### config.mk
export PLATFORM = sky130hd
export DESIGN_NAME = output_volume_driver_regs
export DESIGN_NICKNAME = d
export VERILOG_FILES = /design/src/rtl/output_volume_driver_regs.v
export VERILOG_INCLUDE_DIRS = /design/src /design/src/include
export SDC_FILE = /design/constraint.sdc
export NUM_CORES = 1
export LEC_CHECK = 0
export BUFFER_PORTS_ARGS = -buffer_cell sky130_fd_sc_hd__buf_2
export CORE_UTILIZATION = 56
export DETAILED_ROUTE_END_ITERATION = 8
export HOLD_SLACK_MARGIN = 0.03
export PLACE_DENSITY = 0.89
export SETUP_SLACK_MARGIN = 0.02
export SLEW_MARGIN = 10
export SYNTH_ARGS = -nofsm -noshare
export SYNTH_HDL_FRONTEND = slang
export SYNTH_SLANG_ARGS = --single-unit
### constraint.sdc
create_clock -name aclk -period 3.1 [get_ports aclk]
set_input_delay 0.31 -clock aclk [delete_from_list [all_inputs] [get_ports aclk]]
set_output_delay 0.31 -clock aclk [all_outputs]
set_load 0.01 [all_outputs]
### src/include/output_volume_map.vh
// Register indices, field positions, reset values and timing for the output volume and driver register bank.
`ifndef OUTPUT_VOLUME_MAP_VH
`define OUTPUT_VOLUME_MAP_VH

// Register indices; the byte address on the bus is four times the index.
`define IDX_LEFT_HEADPHONE_VOLUME        6'h24
`define IDX_RIGHT_HEADPHONE_VOLUME       6'h25
`define IDX_LEFT_SPEAKER_VOLUME          6'h26
`define IDX_RIGHT_SPEAKER_VOLUME         6'h27
`define IDX_LEFT_HEADPHONE_DRIVER_CTRL   6'h28
`define IDX_RIGHT_HEADPHONE_DRIVER_CTRL  6'h29
`define IDX_LEFT_SPEAKER_DRIVER_CTRL     6'h2A
`define IDX_IRQ_STATUS                   6'h30
`define IDX_IRQ_MASK                     6'h31

// Volume register fields.
`define VOL_ROUTE_BIT                    7
`define VOL_CODE_ALL_ONES                7'h7F
`define VOL_RESET                        8'h7F

// Driver control register fields.
`define DRV_MUTE_BIT                     2
`define DRV_APPLIED_BIT                  0
`define HP_GAIN_MAX                      4'h9
`define LEFT_HEADPHONE_CTRL_RESET        8'h02
`define RIGHT_HEADPHONE_CTRL_RESET       8'h02
`define LEFT_SPEAKER_CTRL_RESET          8'h00

// Settling time of a new gain before it counts as applied.
`define CLK_PERIOD_NS                    10
`define APPLY_TIME_NS                    1000
`define APPLY_CYCLES                     ((`APPLY_TIME_NS + `CLK_PERIOD_NS - 1) / `CLK_PERIOD_NS)

// AXI4-Lite responses.
`define RESP_OKAY                        2'h0
`define RESP_SLVERR                      2'h2

`endif

### src/rtl/output_volume_driver_regs.v
// Output path volume, route, mute and driver gain register bank behind an AXI4-Lite slave.
//
// The AXI4-Lite interface to the registers was left to the implementer.
`timescale 1ns/1ps
`include "output_volume_map.vh"

// Functional notes
// - Left headphone feed mutes: route 0, code ones
// - Right headphone feed mutes: route 0, code ones
// - Left speaker feed mutes: route 0, code ones
// - Right speaker feed mutes: route 0, code ones
// - Seven-bit code resets ones, route resets zero
// - Left headphone gain equals code, 0 to 9
// - Right headphone gain equals code, 0 to 9
// - Left headphone driver muted while bit zero
// - Right headphone driver muted while bit zero
// - Left headphone applied flag, read only, resets 0
// - Right headphone applied flag, read only, resets 0
// - Speaker stage gain 6/12/18/24 dB, resets 00
// - Left speaker driver muted while bit zero
// - Left speaker applied flag, read only
module output_volume_driver_regs #(
    parameter ADDR_WIDTH   = 8,              // Byte address width on the bus.
    parameter APPLY_CYCLES = `APPLY_CYCLES   // Settling cycles before a gain counts as applied.
) (
    input  wire                  aclk,
    input  wire                  aresetn,
    input  wire [ADDR_WIDTH-1:0] awaddr,
    input  wire [2:0]            awprot,
    input  wire                  awvalid,
    output reg                   awready,
    input  wire [31:0]           wdata,
    input  wire [3:0]            wstrb,
    input  wire                  wvalid,
    output reg                   wready,
    output reg  [1:0]            bresp,
    output reg                   bvalid,
    input  wire                  bready,
    input  wire [ADDR_WIDTH-1:0] araddr,
    input  wire [2:0]            arprot,
    input  wire                  arvalid,
    output reg                   arready,
    output reg  [31:0]           rdata,
    output reg  [1:0]            rresp,
    output reg                   rvalid,
    input  wire                  rready,
    output reg  [3:0]            feed_mute,          // Per path: left hp, right hp, left spk, right spk.
    output reg  [27:0]           attenuation_index,  // Seven bits per path, same order as feed_mute.
    output reg  [3:0]            left_headphone_driver_gain,
    output reg                   left_headphone_driver_mute,
    output reg  [3:0]            right_headphone_driver_gain,
    output reg                   right_headphone_driver_mute,
    output reg  [1:0]            left_speaker_driver_gain,
    output reg                   left_speaker_driver_mute,
    output reg                   irq
);

    // Stored volume registers, one byte per path.
    reg [7:0]            vol [0:3];
    // Stored driver control bits 7..1; bit 0 is the live applied flag.
    reg [7:1]            drv [0:2];
    // Applied flags and their settle counters, one per driver.
    reg [2:0]            applied;
    reg [11:0]           settle_cnt [0:2];
    // Sticky event bits and their mask.
    reg [2:0]            irq_status;
    reg [2:0]            irq_mask;
    // Write channel holding state.
    reg                  aw_held;
    reg                  w_held;
    reg [ADDR_WIDTH-1:0] awaddr_q;
    reg [7:0]            wbyte_q;
    reg                  wstrb0_q;
    // Combinational decode results and the registered settle event pulses.
    reg                  wr_go;
    reg                  wr_en;
    reg                  wr_hit;
    reg [5:0]            wr_idx;
    reg [2:0]            restart;
    reg [2:0]            settled;
    reg [5:0]            rd_idx;
    reg [7:0]            rd_byte;
    reg                  rd_hit;
    integer              k;

    // Reset images of the driver controls; bit 0 is the live flag, not stored.
    localparam [7:0]     LHP_CTRL_RST  = `LEFT_HEADPHONE_CTRL_RESET;
    localparam [7:0]     RHP_CTRL_RST  = `RIGHT_HEADPHONE_CTRL_RESET;
    localparam [7:0]     LSPK_CTRL_RST = `LEFT_SPEAKER_CTRL_RESET;

    // Write decode: finds the target and which drivers see a gain change.
    always @* begin
        wr_go   = aw_held & w_held & ~bvalid;
        wr_idx  = awaddr_q[7:2];
        wr_en   = wr_go & wstrb0_q;
        wr_hit  = 1'b1;
        restart = 3'h0;
        // A write without strobe never restarts a counter, as wr_en carries it.
        case (wr_idx)
            `IDX_LEFT_HEADPHONE_VOLUME: begin
                restart[0] = wr_en & (wbyte_q[6:0] != vol[0][6:0]);
            end
            `IDX_RIGHT_HEADPHONE_VOLUME: begin
                restart[1] = wr_en & (wbyte_q[6:0] != vol[1][6:0]);
            end
            `IDX_LEFT_SPEAKER_VOLUME: begin
                restart[2] = wr_en & (wbyte_q[6:0] != vol[2][6:0]);
            end
            `IDX_RIGHT_SPEAKER_VOLUME: begin
                // No driver of this bank sits behind this feed.
                restart = 3'h0;
            end
            `IDX_LEFT_HEADPHONE_DRIVER_CTRL: begin
                restart[0] = wr_en & (wbyte_q[6:3] != drv[0][6:3]);
            end
            `IDX_RIGHT_HEADPHONE_DRIVER_CTRL: begin
                restart[1] = wr_en & (wbyte_q[6:3] != drv[1][6:3]);
            end
            `IDX_LEFT_SPEAKER_DRIVER_CTRL: begin
                restart[2] = wr_en & (wbyte_q[4:3] != drv[2][4:3]);
            end
            `IDX_IRQ_STATUS, `IDX_IRQ_MASK: begin
                // Interrupt registers carry no gain.
                restart = 3'h0;
            end
            default: begin
                // Unmapped index: error answer, nothing stored.
                wr_hit = 1'b0;
            end
        endcase
    end

    // Write address and data are taken in either order; the response waits for both.
    always @(posedge aclk) begin
        if (!aresetn) begin
            // Ready rises one edge after release.
            awready  <= 1'b0;
            wready   <= 1'b0;
            aw_held  <= 1'b0;
            w_held   <= 1'b0;
            awaddr_q <= {ADDR_WIDTH{1'b0}};
            wbyte_q  <= 8'h00;
            wstrb0_q <= 1'b0;
            bvalid   <= 1'b0;
            bresp    <= `RESP_OKAY;
        end else begin
            // Ready is raised only while idle so that one write at most is under way.
            if (!awready && !aw_held && !bvalid) begin
                awready <= 1'b1;
            end else if (awready && awvalid) begin
                awready  <= 1'b0;
                aw_held  <= 1'b1;
                awaddr_q <= awaddr;
            end
            if (!wready && !w_held && !bvalid) begin
                wready <= 1'b1;
            end else if (wready && wvalid) begin
                wready   <= 1'b0;
                w_held   <= 1'b1;
                wbyte_q  <= wdata[7:0];
                wstrb0_q <= wstrb[0];
            end
            // Both halves held: store and answer at one edge.
            if (wr_go) begin
                aw_held <= 1'b0;
                w_held  <= 1'b0;
                bvalid  <= 1'b1;
                bresp   <= wr_hit ? `RESP_OKAY : `RESP_SLVERR;
            end else if (bvalid && bready) begin
                // The answer stood until the master took it.
                bvalid <= 1'b0;
            end
        end
    end

    // Register storage; only byte lane 0 carries data, upper lanes are ignored.
    always @(posedge aclk) begin
        if (!aresetn) begin
            // Volumes come up unrouted at the quietest code, so every feed is muted.
            for (k = 0; k < 4; k = k + 1) begin
                vol[k] <= `VOL_RESET;
            end
            drv[0]   <= LHP_CTRL_RST[7:1];
            drv[1]   <= RHP_CTRL_RST[7:1];
            drv[2]   <= LSPK_CTRL_RST[7:1];
            irq_mask <= 3'h0;
        end else if (wr_en) begin
            // Reserved bits of the volume and driver registers are stored as written; keeping them at their reset value is software's duty.
            case (wr_idx)
                `IDX_LEFT_HEADPHONE_VOLUME: begin
                    vol[0] <= wbyte_q;
                end
                `IDX_RIGHT_HEADPHONE_VOLUME: begin
                    vol[1] <= wbyte_q;
                end
                `IDX_LEFT_SPEAKER_VOLUME: begin
                    vol[2] <= wbyte_q;
                end
                `IDX_RIGHT_SPEAKER_VOLUME: begin
                    vol[3] <= wbyte_q;
                end
                `IDX_LEFT_HEADPHONE_DRIVER_CTRL: begin
                    drv[0] <= wbyte_q[7:1];
                end
                `IDX_RIGHT_HEADPHONE_DRIVER_CTRL: begin
                    drv[1] <= wbyte_q[7:1];
                end
                `IDX_LEFT_SPEAKER_DRIVER_CTRL: begin
                    drv[2] <= wbyte_q[7:1];
                end
                `IDX_IRQ_MASK: begin
                    irq_mask <= wbyte_q[2:0];
                end
                default: begin
                    // Status is cleared in its own process.
                    irq_mask <= irq_mask;
                end
            endcase
        end
    end

    // One settle counter per driver; a new gain restarts it and holds the flag low meanwhile.
    genvar g;
    generate
        for (g = 0; g < 3; g = g + 1) begin : settle
            always @(posedge aclk) begin
                if (!aresetn) begin
                    // The reset gains are settled in as well, so the flag rises after one settle time.
                    settle_cnt[g] <= APPLY_CYCLES[11:0];
                    applied[g]    <= 1'b0;
                    settled[g]    <= 1'b0;
                end else if (restart[g]) begin
                    settle_cnt[g] <= APPLY_CYCLES[11:0];
                    applied[g]    <= 1'b0;
                    settled[g]    <= 1'b0;
                end else if (settle_cnt[g] != 12'h000) begin
                    // The flag and the event rise on the last step.
                    settle_cnt[g] <= settle_cnt[g] - 12'h001;
                    applied[g]    <= (settle_cnt[g] == 12'h001);
                    settled[g]    <= (settle_cnt[g] == 12'h001);
                end else begin
                    // The event is a one-cycle pulse.
                    settled[g] <= 1'b0;
                end
            end
        end
    endgenerate

    // Sticky event bits: a settle event in the same cycle as its clear keeps the bit set.
    always @(posedge aclk) begin
        if (!aresetn) begin
            irq_status <= 3'h0;
            irq        <= 1'b0;
        end else begin
            // A one clears its bit, a zero leaves it.
            if (wr_en && (wr_idx == `IDX_IRQ_STATUS)) begin
                irq_status <= (irq_status & ~wbyte_q[2:0]) | settled;
            end else begin
                // No clear this cycle: events only pile up.
                irq_status <= irq_status | settled;
            end
            // The level follows the status by one cycle, a cheap price for a flop-driven pin.
            irq <= |(irq_status & irq_mask);
        end
    end

    // Read decode; unmapped addresses answer with an error and zero data.
    always @* begin
        rd_idx  = araddr[7:2];
        rd_hit  = 1'b1;
        rd_byte = 8'h00;
        // Upper data lanes always read as zero.
        case (rd_idx)
            `IDX_LEFT_HEADPHONE_VOLUME: begin
                rd_byte = vol[0];
            end
            `IDX_RIGHT_HEADPHONE_VOLUME: begin
                rd_byte = vol[1];
            end
            `IDX_LEFT_SPEAKER_VOLUME: begin
                rd_byte = vol[2];
            end
            `IDX_RIGHT_SPEAKER_VOLUME: begin
                rd_byte = vol[3];
            end
            `IDX_LEFT_HEADPHONE_DRIVER_CTRL: begin
                rd_byte = {drv[0], applied[0]};
            end
            `IDX_RIGHT_HEADPHONE_DRIVER_CTRL: begin
                rd_byte = {drv[1], applied[1]};
            end
            `IDX_LEFT_SPEAKER_DRIVER_CTRL: begin
                rd_byte = {drv[2], applied[2]};
            end
            `IDX_IRQ_STATUS: begin
                rd_byte = {5'h00, irq_status};
            end
            `IDX_IRQ_MASK: begin
                rd_byte = {5'h00, irq_mask};
            end
            default: begin
                // Unmapped index: error with zero data.
                rd_hit = 1'b0;
            end
        endcase
    end

    // Read channel: one read under way, data captured when the address is taken.
    always @(posedge aclk) begin
        if (!aresetn) begin
            // Idle and silent in reset.
            arready <= 1'b0;
            rvalid  <= 1'b0;
            rdata   <= 32'h00000000;
            rresp   <= `RESP_OKAY;
        end else begin
            if (!arready && !rvalid) begin
                arready <= 1'b1;
            end else if (arready && arvalid) begin
                // Captured here, so a later write cannot tear the answer.
                arready <= 1'b0;
                rvalid  <= 1'b1;
                rdata   <= {24'h000000, rd_byte};
                rresp   <= rd_hit ? `RESP_OKAY : `RESP_SLVERR;
            end else if (rvalid && rready) begin
                // The answer stood until the master took it.
                rvalid <= 1'b0;
            end
        end
    end

    // Per path feed mute and table index toward the analog volume stage.
    generate
        for (g = 0; g < 4; g = g + 1) begin : path
            // Registered so each pin comes straight from a flop.
            always @(posedge aclk) begin
                if (!aresetn) begin
                    feed_mute[g]                 <= 1'b1;
                    attenuation_index[g*7 +: 7] <= `VOL_CODE_ALL_ONES;
                end else begin
                    // Route clear alone does not mute; the code must also be all ones.
                    feed_mute[g] <= ~vol[g][`VOL_ROUTE_BIT] & (vol[g][6:0] == `VOL_CODE_ALL_ONES);
                    // The nonlinear curve lives in a separate table indexed by this code.
                    attenuation_index[g*7 +: 7] <= vol[g][6:0];
                end
            end
        end
    endgenerate

    // Driver gains and mutes; reserved headphone codes are clamped so a bad write cannot overdrive.
    always @(posedge aclk) begin
        if (!aresetn) begin
            // Drivers come up muted at the lowest gain.
            left_headphone_driver_gain  <= 4'h0;
            right_headphone_driver_gain <= 4'h0;
            left_headphone_driver_mute  <= 1'b1;
            right_headphone_driver_mute <= 1'b1;
            left_speaker_driver_gain    <= 2'h0;
            left_speaker_driver_mute    <= 1'b1;
        end else begin
            // Reserved codes read back as written; only the pin is clamped.
            left_headphone_driver_gain  <= (drv[0][6:3] > `HP_GAIN_MAX) ? `HP_GAIN_MAX : drv[0][6:3];
            right_headphone_driver_gain <= (drv[1][6:3] > `HP_GAIN_MAX) ? `HP_GAIN_MAX : drv[1][6:3];
            left_headphone_driver_mute  <= ~drv[0][`DRV_MUTE_BIT];
            right_headphone_driver_mute <= ~drv[1][`DRV_MUTE_BIT];
            // Stage code 0 to 3 selects 6, 12, 18 or 24 dB.
            left_speaker_driver_gain    <= drv[2][4:3];
            left_speaker_driver_mute    <= ~drv[2][`DRV_MUTE_BIT];
        end
    end

endmodule // output_volume_driver_regs

==> results of run 1 <==
## cell type report
class	instances	area share
Timing Repair Buffer	101	0.0584
Inverter	19	0.00774
Sequential cell	179	0.486
Multi-Input combinational cell	515	0.362
Antenna cell	1	0.000272
Tap cell	180	0.0244
Clock buffer	17	0.0462
Clock inverter	15	0.0158
## synth_stat cells, types with 16 or more instances
master,count
inv_1,19
a21oi_1,35
o21ai_0,21
xnor2_1,30
buf_4,28
nand2_1,62
or2_2,24
xor2_1,27
edfxtp_1,89
nor3_1,16
dfxtp_1,90
nand2b_1,47
nor2_1,55
## per-layer routing
layer / up-vias / track usage / share of wire
met3: 59 / 0.0623 / 0.070
met5: - / 0 / 0
met1: 2749 / 0.314 / 0.41
met2: 284 / 0.399 / 0.48
li1: 2754 / - / -
met4: 0 / 0.123 / 0.040
## final timing paths
check                                                      end  depth (start not counted)                     from  slack, ps
worst min-delay path                   wbyte_q[7]$_SDFFE_PN0P_                          3                 wdata[7]        110
worst min register to register        irq_status[0]$_SDFF_PN0_                          1    settled[0]$_SDFF_PN0_        440
worst max register to register  settle_cnt[1][8]$_SDFFCE_PN0P_                          6  wbyte_q[4]$_SDFFE_PN0P_        350
worst max-delay path            settle_cnt[1][8]$_SDFFCE_PN0P_                          6  wbyte_q[4]$_SDFFE_PN0P_        350
## placed cells by master, fill, tap and decap left out, types with 16 or more instances in the layout
master / instances
clkbuf_16: 17
buf_2: 88
nor2_1: 55
xnor2_1: 30
o21ai_0: 21
a21oi_1: 35
inv_1: 19
nor3_1: 16
edfxtp_1: 89
nand2_1: 62
or2_2: 24
nand2b_1: 47
xor2_1: 27
dfxtp_1: 90
conb_1: 26
## report_power, final
part	internal [mW]	switching, mW	leakage (nW)	total (mW)
registers	2.55	0.0859	1.58	2.64
logic	0.141	0.211	1.46	0.352
clock network	1.13	0.944	0.287	2.07
## critical path, delay by kind of cell (launching register included)
family | cells | cell delay (ps)
simple gates | 3 | 860
flops | 1 | 780
compound gates | 1 | 360
buf+inv | 1 | 300
xor+xnor | 1 | 200
## logic make-up after synthesis
| group | after synthesis | synth area share |
|---|---|---|
| buf+inv | 76 | 0.0507 |
| xor+xnor | 57 | 0.0615 |
| other cells | 1 | 0.000462 |
| fa+ha+maj | 9 | 0.0139 |
| compound gates | 97 | 0.0766 |
| flops | 179 | 0.551 |
| simple gates | 306 | 0.210 |
| mux | 20 | 0.0354 |
## sequential cells by signal (all words and copies together) (netlist names), 4 cells and up
signal	cells
drv	21
rdata	8
wbyte_q	8
feed_mute	4
awaddr_q	6
right_headphone_driver_gain	4
attenuation_index	28
settle_cnt	36
vol	32
left_headphone_driver_gain	4
==> results_dict.tcl, run 1 <==
set metrics [dict create \
    fin_util 0.659 \
    synth_area_leaders "edfxtp_1, dfxtp_1, nand2b_1, xnor2_1, xor2_1" \
    max_freq_mhz 364 \
    synth-edff-count 89 \
    yosysTopAreaCell "edfxtp_1" \
    cpMostUsedCell "nand4_1" \
    grt_usage 0.249 \
    path_max_fanout 12 \
    root_buffer "clkbuf_16" \
    wl_per_cell_um 16.8 \
    leakage_nw 3.32 \
    gp_congestion 0.872 \
    syn_area_sq_mm 0.00812 \
    clk_latency_ps 440 \
    whs_ps 109 \
    row_count 43 \
    status "finished clean" \
    relSlewSlack 0.527 \
    dieArea_sq_mm 0.0150 \
    worstPathArrival_ps 2940 \
    io_pins 152 \
    worstSetupPathType "reg -> reg" \
    grt_pass1_wl_mm 28.2 \
    grt_pass1_vias 5562 \
    syn_area_per_cell_sq_um 10.9 \
    grt_start_max_net_pins 50 \
    path_cells "xnor2_1 > nand4_1 > o211ai_1 > or2_0 > nand4_1 > buf_4" \
    post-cts-setup-buffers 0 \
    finalSetupTns_ps 0 \
    dpl.hpwl_mm 12.1 \
    h-tree-depth 4 \
    ys_seq_area_frac 0.551 \
    setup_slack_ps 353 \
    drt_iter0_drc 604 \
    overflow 0 \
    antenna_found_initial 1 \
    rsz0062_at_grt "false" \
    synth_warnings 0 \
    finalHoldViolations 0 \
    fp.coreArea_sq_mm 0.0140 \
    vias 5846 \
    finalNonFillerCells 1027 \
    routed_wl_mm 17.3 \
    dr.pass1.iters 8 \
    multiInputGateArea_sq_mm 0.00333 \
    drive_gt1_frac 0.212 \
    postCtsHoldBufs 0 \
    die-height_um 122 \
    path_clk_slew_ps 70 \
    worstSetupStartpointType "register" \
    synth-main-ff-cell "dfxtp_1" \
    period_share 0.886 \
    initial_core_util 0.580 \
    post-route-drc-count 0 \
    port-buffer-count 88 \
    seqCellArea_sq_mm 0.00447 \
    vias_per_cell 5.69 \
    pre_cts_ws_ps 475 \
    slowest_delay_ps 780 \
    cts_max_path_buffers 2 \
    cp-end-kind "register" \
    synth_async_sr_flop_share 0 \
    cts_tree "built" \
    setup_viol 0 \
    ant_nets 0 \
    powerDensity_mw_per_mm2 549 \
    drv_cap 0 \
    drv_slew 0 \
    syn_to_final_growth_pct 13.5 \
    final.min_clock_period_ps 2750 \
    ir_drop_mv 0.468 \
    synth_top_area_frac 0.329 \
    total_power_mw 5.06 \
    final_nets 907 \
    fin_worst_skew_ps 8.87 \
    placed_cell_area_sq_mm 0.00863 \
    hp-class "in -> reg" \
    cts_buffers 17 \
    synth_cell_types 59 \
    nFillCells 1025 \
    ys_ff_latch 179 \
    stdcell_area_sq_mm 0.00921 \
    place_inst 994 \
    cts_resized 0 \
    worst_pin_slew_ps 709 \
    cp_slowest_cell "dfxtp_1" \
    syn_inst 745 \
    die_width_um 122 \
    clock_sinks 179 \
    worstPathRequired_ps 3290 \
]
Note: power is estimated with default switching activity, not from simulation.
==> run 2: changes to the inputs <==
BUFFER_PORTS_ARGS = unset   (was -buffer_cell sky130_fd_sc_hd__buf_2)
CORE_UTILIZATION = 62   (was 56)
DONT_BUFFER_PORTS = 1   (was unset)
PLACE_DENSITY = 0.87   (was 0.89)
==> run 2 against run 1 <==
Sequential power barely moved. Register-to-register slack improved by 50 ps. Global-route usage rose by 3.0 points. First-iteration DRC count rose by 8.3%. Worst hold slack got worse by 67 ps. Clock skew rose by 3.9 ps. Clock-buffer cell count rose by 1. Design area fell by 3.3%. Via count fell by 1.7%. Setup slack improved by 51 ps. Final cell count fell by 8.6%.
==> results_dict.tcl, run 2 (synthesis results as in run 1) <==
set metrics [dict create \
    clockPowerShare 0.430 \
    ant_nets 0 \
    io_pins 152 \
    path_buf_inv 0 \
    layout_commonest_cell "dfxtp_1" \
    regToRegSetupSlack_ps 400 \
    path_cells "xor2_1 > nor4_1 > and3_1 > o2111ai_1" \
    fin_worst_skew_ps 12.7 \
    p_sw_mw 1.30 \
    vias 5749 \
    post-cts-setup-buffers 0 \
    row_count 41 \
    powerDensity_mw_per_mm2 582 \
    path_max_fanout 12 \
    drv_slew 0 \
    leakage_nw 3.05 \
    hp-class "in -> reg" \
    cts_max_path_buffers 2 \
    fp.coreArea_sq_mm 0.0127 \
    root_buffer "clkbuf_16" \
    routed_wl_mm 18.1 \
    dr.pass1.iters 6 \
    crit_end "settle_cnt[0][10]$_SDFFCE_PN0P_" \
    final.min_clock_period_ps 2700 \
    cp_slowest_cell "dfxtp_1" \
    period_share 0.870 \
    dieArea_sq_mm 0.0136 \
    switching_share 0.250 \
    syn_to_final_growth_pct 9.74 \
    rsz0062_at_grt "false" \
    h-tree-depth 4 \
    antenna_found_initial 1 \
    cp-end-kind "register" \
    finalSetupTns_ps 0 \
    largest_reg_flops 36 \
    reg_top3 "settle_cnt (36), vol (32), attenuation_index (28)" \
    grt_pass1_vias 5394 \
    crit_cells 4 \
    cts_resized 0 \
    die_width_um 116 \
    worstPathArrival_ps 2670 \
    clock_sinks 179 \
    critical_path.top_delay_family "simple AND/OR/NAND/NOR gates" \
    grt_start_max_net_pins 44 \
    top_register "settle_cnt" \
    crit-reg2reg-launch "wbyte_q[4]$_SDFFE_PN0P_" \
    r2r-end "settle_cnt[0][10]$_SDFFCE_PN0P_" \
    drt_iter0_drc 654 \
    worst_pin_slew_ps 1140 \
    whs_ps 41.1 \
    clk_latency_ps 440 \
    max_freq_mhz 371 \
    status "finished clean" \
    dpl.hpwl_mm 12.1 \
    wl_per_cell_um 19.2 \
    port-buffer-count 0 \
    worstSetupPathType "reg -> reg" \
    overflow 0 \
    worstSetupStartpointType "register" \
    cts_buffers 17 \
    ir_drop_mv 0.440 \
    gp_congestion 0.896 \
    reg2reg_depth 4 \
    final_cell_mix "dfxtp_1, edfxtp_1, nand2_1, nor2_1, nand2b_1" \
    grt_usage 0.279 \
    initial_core_util 0.641 \
    crit_path_start "wbyte_q[4]$_SDFFE_PN0P_" \
    worstPathRequired_ps 3070 \
    path_clk_slew_ps 70 \
    post-route-drc-count 0 \
    finalHoldViolations 0 \
    drv_cap 0 \
    nFillCells 797 \
    vias_per_cell 6.12 \
    total_power_mw 5.19 \
    relSlewSlack 0.239 \
    grt_pass1_wl_mm 28.2 \
    final_nets 827 \
    p_seq_frac 0.510 \
    setup_viol 0 \
    die-height_um 116 \
    postCtsHoldBufs 9 \
    slowest_delay_ps 740 \
    combPwrFrac 0.060 \
    p_int_mw 3.89 \
    cts_tree "built" \
    drive_gt1_frac 0.117 \
]
==> run 2: changes by cell type in the layout (fill, tap and decap cells not counted), moves of 2 or more <==
cell,change
dlygate4sd3_1,+8
clkinv_8,+4
clkinv_2,-2
inv_4,-2
buf_2,-88
clkinv_4,-2
==> run 2: final cells by class <==
type	count	area, sq um	area share
well taps	172	215	0.0242
multi-input cells	515	3330	0.373
repair buffers	21	190	0.0213
diodes	1	2.50	0.000281
inverters	19	71.3	0.00801
clock buffers	18	450	0.0506
clock inverters	14	179	0.0201
flip-flops and latches	179	4470	0.502
==> run 2: worst min path at each step <==
stage                        startpoint                                     to  slack (ps)  cells after the start
finish                          awvalid               awaddr_q[4]$_SDFFE_PN0P_          40                      2
global route                    awvalid               awaddr_q[4]$_SDFFE_PN0P_          50                      2
CTS                             awvalid               awaddr_q[4]$_SDFFE_PN0P_          40                      2
detailed placement              aresetn       attenuation_index[26]$_SDFF_PN1_         390                      1
global placement                aresetn       attenuation_index[16]$_SDFF_PN1_         390                      1
floorplan           drv[0][1]$_DFFE_PP_  left_headphone_driver_mute$_SDFF_PN1_         410                      1
==> run 2: power groups by stage <==
stage	registers, mW	logic, mW	clock network, mW
floorplan	2.66	0.288	0
global route	2.65	0.348	2.35
detailed placement	2.69	0.283	0
global placement	2.69	0.271	0
CTS	2.64	0.309	2.23
finish	2.64	0.312	2.23
==> run 2: routing by layer <==
layer  part of all wire  track usage
met4              0.038        0.150
met1               0.39        0.346
met3              0.091       0.0649
met2               0.48        0.453
met5                  0            0
==> run 2: metrics by stage <==
stage | area (sq um) | instances | utilization | setup WS, ps
4_1_cts | 8910 | 938 | 0.703 | 355
3_3_place_gp | 8180 | 897 | 0.645 | 508
6_report | 8910 | 939 | 0.703 | 404
3_5_place_dp | 8180 | 897 | 0.645 | 410
5_1_grt | 8910 | 939 | 0.703 | 140
2_1_floorplan | 8210 | 770 | - | 820
